===== src/inc/fcsm_pkg.sv =====
package fcsm_pkg;

  // ****************************************
  // Command codes
  // ****************************************
  localparam logic [7:0] CMD_READ_ARRAY = 8'hFF;
  localparam logic [7:0] CMD_PROGRAM_SETUP_A = 8'h10;
  localparam logic [7:0] CMD_PROGRAM_SETUP_B = 8'h40;
  localparam logic [7:0] CMD_ERASE_SETUP = 8'h20;
  localparam logic [7:0] CMD_CONFIRM_RESUME = 8'hD0;
  localparam logic [7:0] CMD_SUSPEND = 8'hB0;
  localparam logic [7:0] CMD_READ_STATUS = 8'h70;
  localparam logic [7:0] CMD_CLEAR_STATUS = 8'h50;
  localparam logic [7:0] CMD_READ_ID = 8'h90;
  localparam logic [7:0] CMD_READ_QUERY = 8'h98;
  localparam logic [7:0] CMD_LOCK_SETUP = 8'h60;
  localparam logic [7:0] CMD_OTP_SETUP = 8'hC0;
  localparam logic [7:0] CMD_LOCK_CONFIRM = 8'h01;
  localparam logic [7:0] CMD_LOCKDOWN_CONFIRM = 8'h2F;
  localparam logic [7:0] CMD_CONFIG_CONFIRM = 8'h03;

  // ****************************************
  // Widths and reset values
  // ****************************************
  localparam int PART_W = 4;
  localparam logic [PART_W-1:0] PART_RESET = 4'h0;

  // ****************************************
  // Types
  // ****************************************
  typedef enum logic [3:0] {
    CAT_READ_ARRAY,
    CAT_PROGRAM_SETUP,
    CAT_ERASE_SETUP,
    CAT_CONFIRM_RESUME,
    CAT_SUSPEND,
    CAT_READ_STATUS,
    CAT_CLEAR_STATUS,
    CAT_READ_ID,
    CAT_LOCK_SETUP,
    CAT_OTP_SETUP,
    CAT_LOCK_CONFIRM,
    CAT_OTHER
  } fcsm_cat_type;

  typedef enum logic [3:0] {
    ST_READY,
    ST_LOCK_SETUP,
    ST_OTP_SETUP,
    ST_OTP_BUSY,
    ST_PGM_SETUP,
    ST_PGM_BUSY,
    ST_PGM_SUSP,
    ST_ERS_SETUP,
    ST_ERS_BUSY,
    ST_ERS_SUSP,
    ST_PES_SETUP,
    ST_PES_BUSY,
    ST_PES_SUSP,
    ST_LOCK_SETUP_ES
  } fcsm_state_type;

  typedef enum logic [1:0] {
    OP_PROGRAM,
    OP_ERASE,
    OP_OTP
  } fcsm_op_type;

  typedef struct packed {
    logic valid;
    logic [7:0] code;
    logic [PART_W-1:0] partition;
  } fcsm_cmd_type;

  typedef struct packed {
    fcsm_state_type fsm;
    logic modify_active;
    logic suspended;
    logic erase_error;
    logic lock_error;
    logic [PART_W-1:0] partition;
    logic start;
    fcsm_op_type op;
  } fcsm_regs_type;

endpackage


===== src/core/fcsm_decode.sv =====
`timescale 1ns/1ps
module fcsm_decode
  import fcsm_pkg::*;
(
  // Command code
  input wire logic [7:0] code_in,
  // Category
  output fcsm_cat_type cat_out
);

  // ****************************************
  // Code to category
  // ****************************************
  always_comb begin
    case (code_in)
      CMD_READ_ARRAY: cat_out = CAT_READ_ARRAY;
      CMD_PROGRAM_SETUP_A,
      CMD_PROGRAM_SETUP_B: cat_out = CAT_PROGRAM_SETUP;
      CMD_ERASE_SETUP: cat_out = CAT_ERASE_SETUP;
      CMD_CONFIRM_RESUME: cat_out = CAT_CONFIRM_RESUME;
      CMD_SUSPEND: cat_out = CAT_SUSPEND;
      CMD_READ_STATUS: cat_out = CAT_READ_STATUS;
      CMD_CLEAR_STATUS: cat_out = CAT_CLEAR_STATUS;
      CMD_READ_ID,
      CMD_READ_QUERY: cat_out = CAT_READ_ID;
      CMD_LOCK_SETUP: cat_out = CAT_LOCK_SETUP;
      CMD_OTP_SETUP: cat_out = CAT_OTP_SETUP;
      CMD_LOCK_CONFIRM,
      CMD_LOCKDOWN_CONFIRM,
      CMD_CONFIG_CONFIRM: cat_out = CAT_LOCK_CONFIRM;
      default: cat_out = CAT_OTHER;
    endcase
  end

endmodule // fcsm_decode


===== src/core/fcsm_top.sv =====
// Operation
// - Only one partition programs or erases at once; one sequencer runs.
// - Next state depends on current state, incoming command valid and code, and op_done_in.
// - Confirm/resume: erase setup starts erase, suspends resume, ready stays ready.
// - Program within erase suspend: suspend nests, other commands keep it busy.
// - Nested program suspend holds until resume returns it to nested programming.
// - Lock setup in erase suspend without valid confirm returns with lock error.
`timescale 1ns/1ps
module fcsm_top
  import fcsm_pkg::*;
(
  // Clock and reset
  input wire logic clk_in,
  input wire logic reset_in,
  // Command write
  input wire fcsm_cmd_type cmd_in,
  // Write sequencer
  input wire logic op_done_in,
  output fcsm_op_type op_kind_out,
  output logic op_start_out,
  // Status
  output fcsm_state_type state_out,
  output logic modify_active_out,
  output logic suspended_out,
  output logic erase_error_out,
  output logic lock_error_out,
  output logic [PART_W-1:0] active_partition_out
);

  fcsm_regs_type r;
  fcsm_regs_type next_r;
  fcsm_cat_type cat;

  // ****************************************
  // Command decode
  // ****************************************
  fcsm_decode u_decode (
    .code_in(cmd_in.code),
    .cat_out(cat)
  );

  // ****************************************
  // Next state
  // ****************************************
  always_comb begin
    logic cmd;
    logic set_erase_err;
    logic set_lock_err;
    cmd = cmd_in.valid;
    set_erase_err = 1'b0;
    set_lock_err = 1'b0;
    next_r = r;
    next_r.start = 1'b0;
    case (r.fsm)
      ST_READY: begin
        if (cmd) begin
          case (cat)
            CAT_PROGRAM_SETUP: next_r.fsm = ST_PGM_SETUP;
            CAT_ERASE_SETUP: next_r.fsm = ST_ERS_SETUP;
            CAT_LOCK_SETUP: next_r.fsm = ST_LOCK_SETUP;
            CAT_OTP_SETUP: next_r.fsm = ST_OTP_SETUP;
            CAT_CONFIRM_RESUME: next_r.fsm = ST_READY;
            default: next_r.fsm = ST_READY;
          endcase
        end
      end
      ST_LOCK_SETUP: begin
        if (cmd) begin
          next_r.fsm = ST_READY;
          if (cat != CAT_LOCK_CONFIRM && cat != CAT_CONFIRM_RESUME) begin
            set_lock_err = 1'b1;
          end
        end
      end
      ST_OTP_SETUP: begin
        if (cmd) begin
          next_r.fsm = ST_OTP_BUSY;
          next_r.partition = cmd_in.partition;
          next_r.start = 1'b1;
          next_r.op = OP_OTP;
        end
      end
      ST_OTP_BUSY: begin
        if (op_done_in) begin
          next_r.fsm = ST_READY;
        end
      end
      ST_PGM_SETUP: begin
        if (cmd) begin
          next_r.fsm = ST_PGM_BUSY;
          next_r.partition = cmd_in.partition;
          next_r.start = 1'b1;
          next_r.op = OP_PROGRAM;
        end
      end
      ST_PGM_BUSY: begin
        if (op_done_in) begin
          next_r.fsm = ST_READY;
        end else if (cmd && cat == CAT_SUSPEND) begin
          next_r.fsm = ST_PGM_SUSP;
        end
      end
      ST_PGM_SUSP: begin
        if (cmd && cat == CAT_CONFIRM_RESUME) begin
          next_r.fsm = ST_PGM_BUSY;
        end
      end
      ST_ERS_SETUP: begin
        if (cmd) begin
          if (cat == CAT_CONFIRM_RESUME) begin
            next_r.fsm = ST_ERS_BUSY;
            next_r.partition = cmd_in.partition;
            next_r.start = 1'b1;
            next_r.op = OP_ERASE;
          end else begin
            next_r.fsm = ST_READY;
            set_erase_err = 1'b1;
          end
        end
      end
      ST_ERS_BUSY: begin
        if (op_done_in) begin
          next_r.fsm = ST_READY;
        end else if (cmd && cat == CAT_SUSPEND) begin
          next_r.fsm = ST_ERS_SUSP;
        end
      end
      ST_ERS_SUSP: begin
        if (cmd) begin
          case (cat)
            CAT_CONFIRM_RESUME: next_r.fsm = ST_ERS_BUSY;
            CAT_PROGRAM_SETUP: next_r.fsm = ST_PES_SETUP;
            CAT_LOCK_SETUP: next_r.fsm = ST_LOCK_SETUP_ES;
            default: next_r.fsm = ST_ERS_SUSP;
          endcase
        end
      end
      ST_PES_SETUP: begin
        if (cmd) begin
          next_r.fsm = ST_PES_BUSY;
          next_r.start = 1'b1;
          next_r.op = OP_PROGRAM;
        end
      end
      ST_PES_BUSY: begin
        if (op_done_in) begin
          next_r.fsm = ST_ERS_SUSP;
        end else if (cmd && cat == CAT_SUSPEND) begin
          next_r.fsm = ST_PES_SUSP;
        end else begin
          next_r.fsm = ST_PES_BUSY;
        end
      end
      ST_PES_SUSP: begin
        if (cmd && cat == CAT_CONFIRM_RESUME) begin
          next_r.fsm = ST_PES_BUSY;
        end else begin
          next_r.fsm = ST_PES_SUSP;
        end
      end
      ST_LOCK_SETUP_ES: begin
        if (cmd) begin
          next_r.fsm = ST_ERS_SUSP;
          if (cat != CAT_LOCK_CONFIRM && cat != CAT_CONFIRM_RESUME) begin
            set_lock_err = 1'b1;
          end
        end
      end
      default: next_r.fsm = ST_READY;
    endcase

    // Sticky errors, set wins over clear
    if (cmd && cat == CAT_CLEAR_STATUS) begin
      next_r.erase_error = 1'b0;
      next_r.lock_error = 1'b0;
    end
    if (set_erase_err) begin
      next_r.erase_error = 1'b1;
    end
    if (set_lock_err) begin
      next_r.lock_error = 1'b1;
    end

    // Single array-modifying engine
    next_r.modify_active = (next_r.fsm == ST_PGM_BUSY) || (next_r.fsm == ST_ERS_BUSY) ||
                           (next_r.fsm == ST_PES_BUSY) || (next_r.fsm == ST_OTP_BUSY);
    next_r.suspended = (next_r.fsm == ST_PGM_SUSP) || (next_r.fsm == ST_ERS_SUSP) ||
                       (next_r.fsm == ST_PES_SUSP) || (next_r.fsm == ST_PES_SETUP) ||
                       (next_r.fsm == ST_LOCK_SETUP_ES);
  end

  // ****************************************
  // State register
  // ****************************************
  always_ff @(posedge clk_in) begin
    if (reset_in) begin
      r.fsm <= ST_READY;
      r.modify_active <= 1'b0;
      r.suspended <= 1'b0;
      r.erase_error <= 1'b0;
      r.lock_error <= 1'b0;
      r.partition <= PART_RESET;
      r.start <= 1'b0;
      r.op <= OP_PROGRAM;
    end else begin
      r <= next_r;
    end
  end

  // ****************************************
  // Outputs
  // ****************************************
  assign state_out = r.fsm;
  assign modify_active_out = r.modify_active;
  assign suspended_out = r.suspended;
  assign erase_error_out = r.erase_error;
  assign lock_error_out = r.lock_error;
  assign active_partition_out = r.partition;
  assign op_start_out = r.start;
  assign op_kind_out = r.op;

endmodule // fcsm_top


===== config.mk =====
export PLATFORM = sky130hd
export DESIGN_NAME = fcsm_top
export DESIGN_NICKNAME = d
export VERILOG_FILES = /design/src/inc/fcsm_pkg.sv /design/src/core/fcsm_decode.sv /design/src/core/fcsm_top.sv
export SDC_FILE = /design/constraint.sdc
export NUM_CORES = 1
export LEC_CHECK = 0
export BUFFER_PORTS_ARGS = -buffer_cell sky130_fd_sc_hd__buf_2
export CAP_MARGIN = 20
export CORE_ASPECT_RATIO = 0.6
export CORE_MARGIN = 4
export CORE_UTILIZATION = 53
export CTS_CLUSTER_SIZE = 30
export DETAILED_ROUTE_END_ITERATION = 8
export GPL_TIMING_DRIVEN = 0
export PLACE_DENSITY = 0.79
export SETUP_SLACK_MARGIN = 0.05
export SLEW_MARGIN = 20
export SYNTH_ARGS = -nofsm -noshare
export SYNTH_HDL_FRONTEND = slang
export SYNTH_SLANG_ARGS = --single-unit

===== constraint.sdc =====
create_clock -name clk_in -period 3.08 [get_ports clk_in]
set_input_delay 0.616 -clock clk_in [delete_from_list [all_inputs] [get_ports clk_in]]
set_output_delay 0.616 -clock clk_in [all_outputs]
set_load 0.02 [all_outputs]

==> impl_metrics.tcl <==
set metrics [dict create \
    antenna-diode-count 0 \
    antenna_found_initial 0 \
    gp_congestion 0.959 \
    power_frac_seq_pct 46.4 \
    ff2ff_path_depth 9 \
    grt_max_degree 11 \
    postSynthCellCount 176 \
    yosysSeqAreaShare_pct 22.6 \
    finalMaxSlewViolations 0 \
    skew_ns 0.00259 \
    async_flop_share_pct 0 \
    layout.nets 227 \
    fmax_mhz 357 \
    clk-insertion-delay-late_ns 0.24 \
    crit_fanout 10 \
    fin_crit_ns 2.80 \
    syn-num-nets 192 \
    fin_util_pct 69.0 \
    drt_drc_violations_left 0 \
    swShare_pct 26.3 \
    status "completed" \
    fp-row-count 13 \
    viasPerCell 6.42 \
    synth_compound_gate_area_share_pct 25.3 \
    rsz0062_at_grt "no" \
    min-delay-start "op_kind_out[1]" \
    syn_area_mm2 0.00133 \
    syn_area_per_cell_um2 7.56 \
    whs_path_depth 2 \
    p_sw_mw 0.110 \
    grt_pass1_wl_um 6440 \
    synth_top_family_by_area "simple AND/OR/NAND/NOR gates" \
    core_mm2 0.00228 \
    required_ns 3.22 \
    die_w_um 72.7 \
    vias 1541 \
    wl_um 4010 \
    cp_slowest_cell "o21ai_0" \
    hold_class "flop to flop" \
    timing.final.crit_share_pct 90.9 \
    powerDensity_mw_per_mm2 268 \
    area_delta_synth_final_pct 18.1 \
    holdPathEnd "op_kind_out[1]" \
    hold_violations 0 \
    ys.flop_type "dfxtp_1" \
    maxCapViolCount 0 \
    port_buffers 30 \
    synthAdderAreaFrac_pct 0 \
    h-tree-depth 1 \
    timing.rr.start "state_out[2]" \
    drtPass1Iterations 5 \
    synth_cell_types 53 \
    setup_viol 0 \
    cts.reportedPaths.clkPinSlew_ns 0.06 \
    clk_path_buf_depth 2 \
    post-dp-hpwl_um 3240 \
    yosys-mux-area-fraction_pct 5.27 \
    dieArea_mm2 0.00340 \
    r2r_setup_slack_ns 0.56 \
    critPathMaxStageDelay_ns 0.54 \
    yosysWarnings 0 \
    drt-initial-drc-count 251 \
    holdWs_ns 0.479 \
    cts_sinks 15 \
    ys_top_cells_by_area "dfxtp_1 23%, nor2_1 6.8%, mux2i_1 5.3%" \
    end_kind "flop" \
    cp-start-kind "input pin" \
    synth_xor_area_share_pct 2.63 \
    crit_path_frequent_cell "o21ai_0" \
    ios 31 \
    power.share.combinational_pct 16.4 \
    ant_nets 0 \
    overflow 0 \
    grt_pass1_vias 1427 \
    synth_area_leader_cell "dfxtp_1" \
    cts-root-buf "clkbuf_8" \
    power_frac_clock_pct 37.2 \
    worstSetupPathType "input pin to flop" \
    ys_ff_latch 15 \
    irDropWorstVdd_mv 0.209 \
    cts_buffers 3 \
    holdBufCountCts 0 \
    synth-simple-area-share_pct 40.1 \
    synth_top_area_share_pct 22.6 \
    timing.rr.end "modify_active_out" \
    initial_utilization_pct 58.4 \
    die_h_um 46.8 \
    layout-drive-gt1-share_pct 20.5 \
    grtUsageTotal_pct 24.5 \
    worstMarginPinSlew_ns 0.693 \
    p_int_mw 0.310 \
    critPathArrivalTime_ns 2.94 \
    wl_per_cell_um 16.7 \
    crit_chain "buf_2 > clkbuf_1 > nor3_1 > o21ai_0 > o21ai_0 > nand3_1 > a221oi_2 > a21oi_1 > and3_1" \
    synth-edff-count 0 \
    p_leak_nw 0.625 \
    cts_tree "done" \
    slew_headroom_pct 53.5 \
]
==> worst max-delay path by stage <==
stage | to | from | slack (ns)
after global routing | suspended_out | cmd_in[10] | 0.12
after floorplan | suspended_out | cmd_in[8] | 0.48
final | suspended_out | cmd_in[10] | 0.28
after CTS | suspended_out | cmd_in[5] | 0.23
after global placement | suspended_out | cmd_in[5] | 0.1
after detailed placement | suspended_out | cmd_in[5] | -0.02
==> per-stage QoR <==
stage / instances / power (mW) / instance area [µm²] / setup TNS [ns] / setup slack, ns
floorplan: 176 / 0.237 / 1330 / 0 / 0.480
global placement: 236 / 0.262 / 1520 / 0 / 0.0974
detailed placement: 236 / 0.266 / 1520 / -0.0325 / -0.0193
CTS: 240 / 0.422 / 1560 / 0 / 0.228
global route: 240 / 0.438 / 1570 / 0 / 0.124
finish: 240 / 0.420 / 1570 / 0 / 0.280
==> layer usage <==
| layer | wire length, µm | part of all wire (%) | vias up | global-route usage, % |
|---|---|---|---|---|
| met1 | 1810 | 45 | 708 | 34.9 |
| met3 | 437 | 11 | 2 | 4.27 |
| met4 | 11 | 0.27 | 0 | 4.04 |
| met2 | 1750 | 44 | 96 | 40.1 |
| li1 | - | - | 735 | - |
| met5 | 0 | 0 | - | 0 |
==> critical path: cells and delay by family <==
kind,cells,cell delay [ns]
buffers and inverters,2,0.35
AND/OR/NAND/NOR,3,0.76
AO/OA/AOI/OAI,4,1.20
==> power groups by stage <==
stage          Clock, mW  Combinational, mW  Sequential [mW]
4_1_cts            0.161             0.0665            0.195
3_3_place_gp           0             0.0630            0.199
3_5_place_dp           0             0.0663            0.199
2_1_floorplan          0             0.0368            0.200
5_1_grt            0.168             0.0746            0.195
6_report           0.156             0.0688            0.195
==> Yosys cell counts (4+ instances only) <==
cell type,number
nand2b_1,6
and2_1,4
dfxtp_1,15
clkbuf_1,8
nand2_1,12
nor3_1,11
xnor2_1,4
a21oi_1,6
o21ai_0,10
nor2_1,24
nor2b_1,7
nand3_1,4
mux2i_1,7
inv_1,4
==> cells by family after synthesis <==
group	Yosys count
mux	7
simple gates	93
compound gates	43
flops	15
buf+inv	14
xor+xnor	4
==> area by class of cell <==
cell class                      count  area, µm²
Fill cell                         215        707
Inverter                            4       15.0
Tap cell                           30       37.5
Timing Repair Buffer               30        150
Clock buffer                        3       41.3
Clock inverter                      1       5.00
Buffer                             10       40.0
Multi-Input combinational cell    147        981
Sequential cell                    15        300
==> timing repair <==
item,4_1_cts,5_1_grt
setup buffers,0,0
resized for setup,0,1
setup endpoints to repair,0,1
hold endpoints to repair,0,0
==> cells in the final DEF (no fill, tap or decap), types with 2 or more instances in the layout <==
master / instances
o21ai_0: 10
nor2b_1: 7
nand4_1: 2
a21oi_1: 6
dfxtp_1: 15
buf_2: 32
a211oi_1: 3
nor2_1: 24
nand3b_1: 2
mux2i_1: 7
and4_1: 3
a21o_1: 2
and3_1: 2
nand2b_1: 6
nor4_1: 2
nand2_1: 12
clkbuf_1: 8
nand3_1: 4
inv_1: 4
xnor2_1: 4
or4bb_1: 3
clkbuf_8: 3
nor3_1: 11
a32oi_1: 3
and2_1: 4
==> registers in the layout, summed over array words and instances (netlist names) <==
name and flops:
suspended_out 1, state_out 4, lock_error_out 1, modify_active_out 1, erase_error_out 1, op_start_out 1
op_kind_out 2, active_partition_out 4
(Power assumes the default switching activity.)
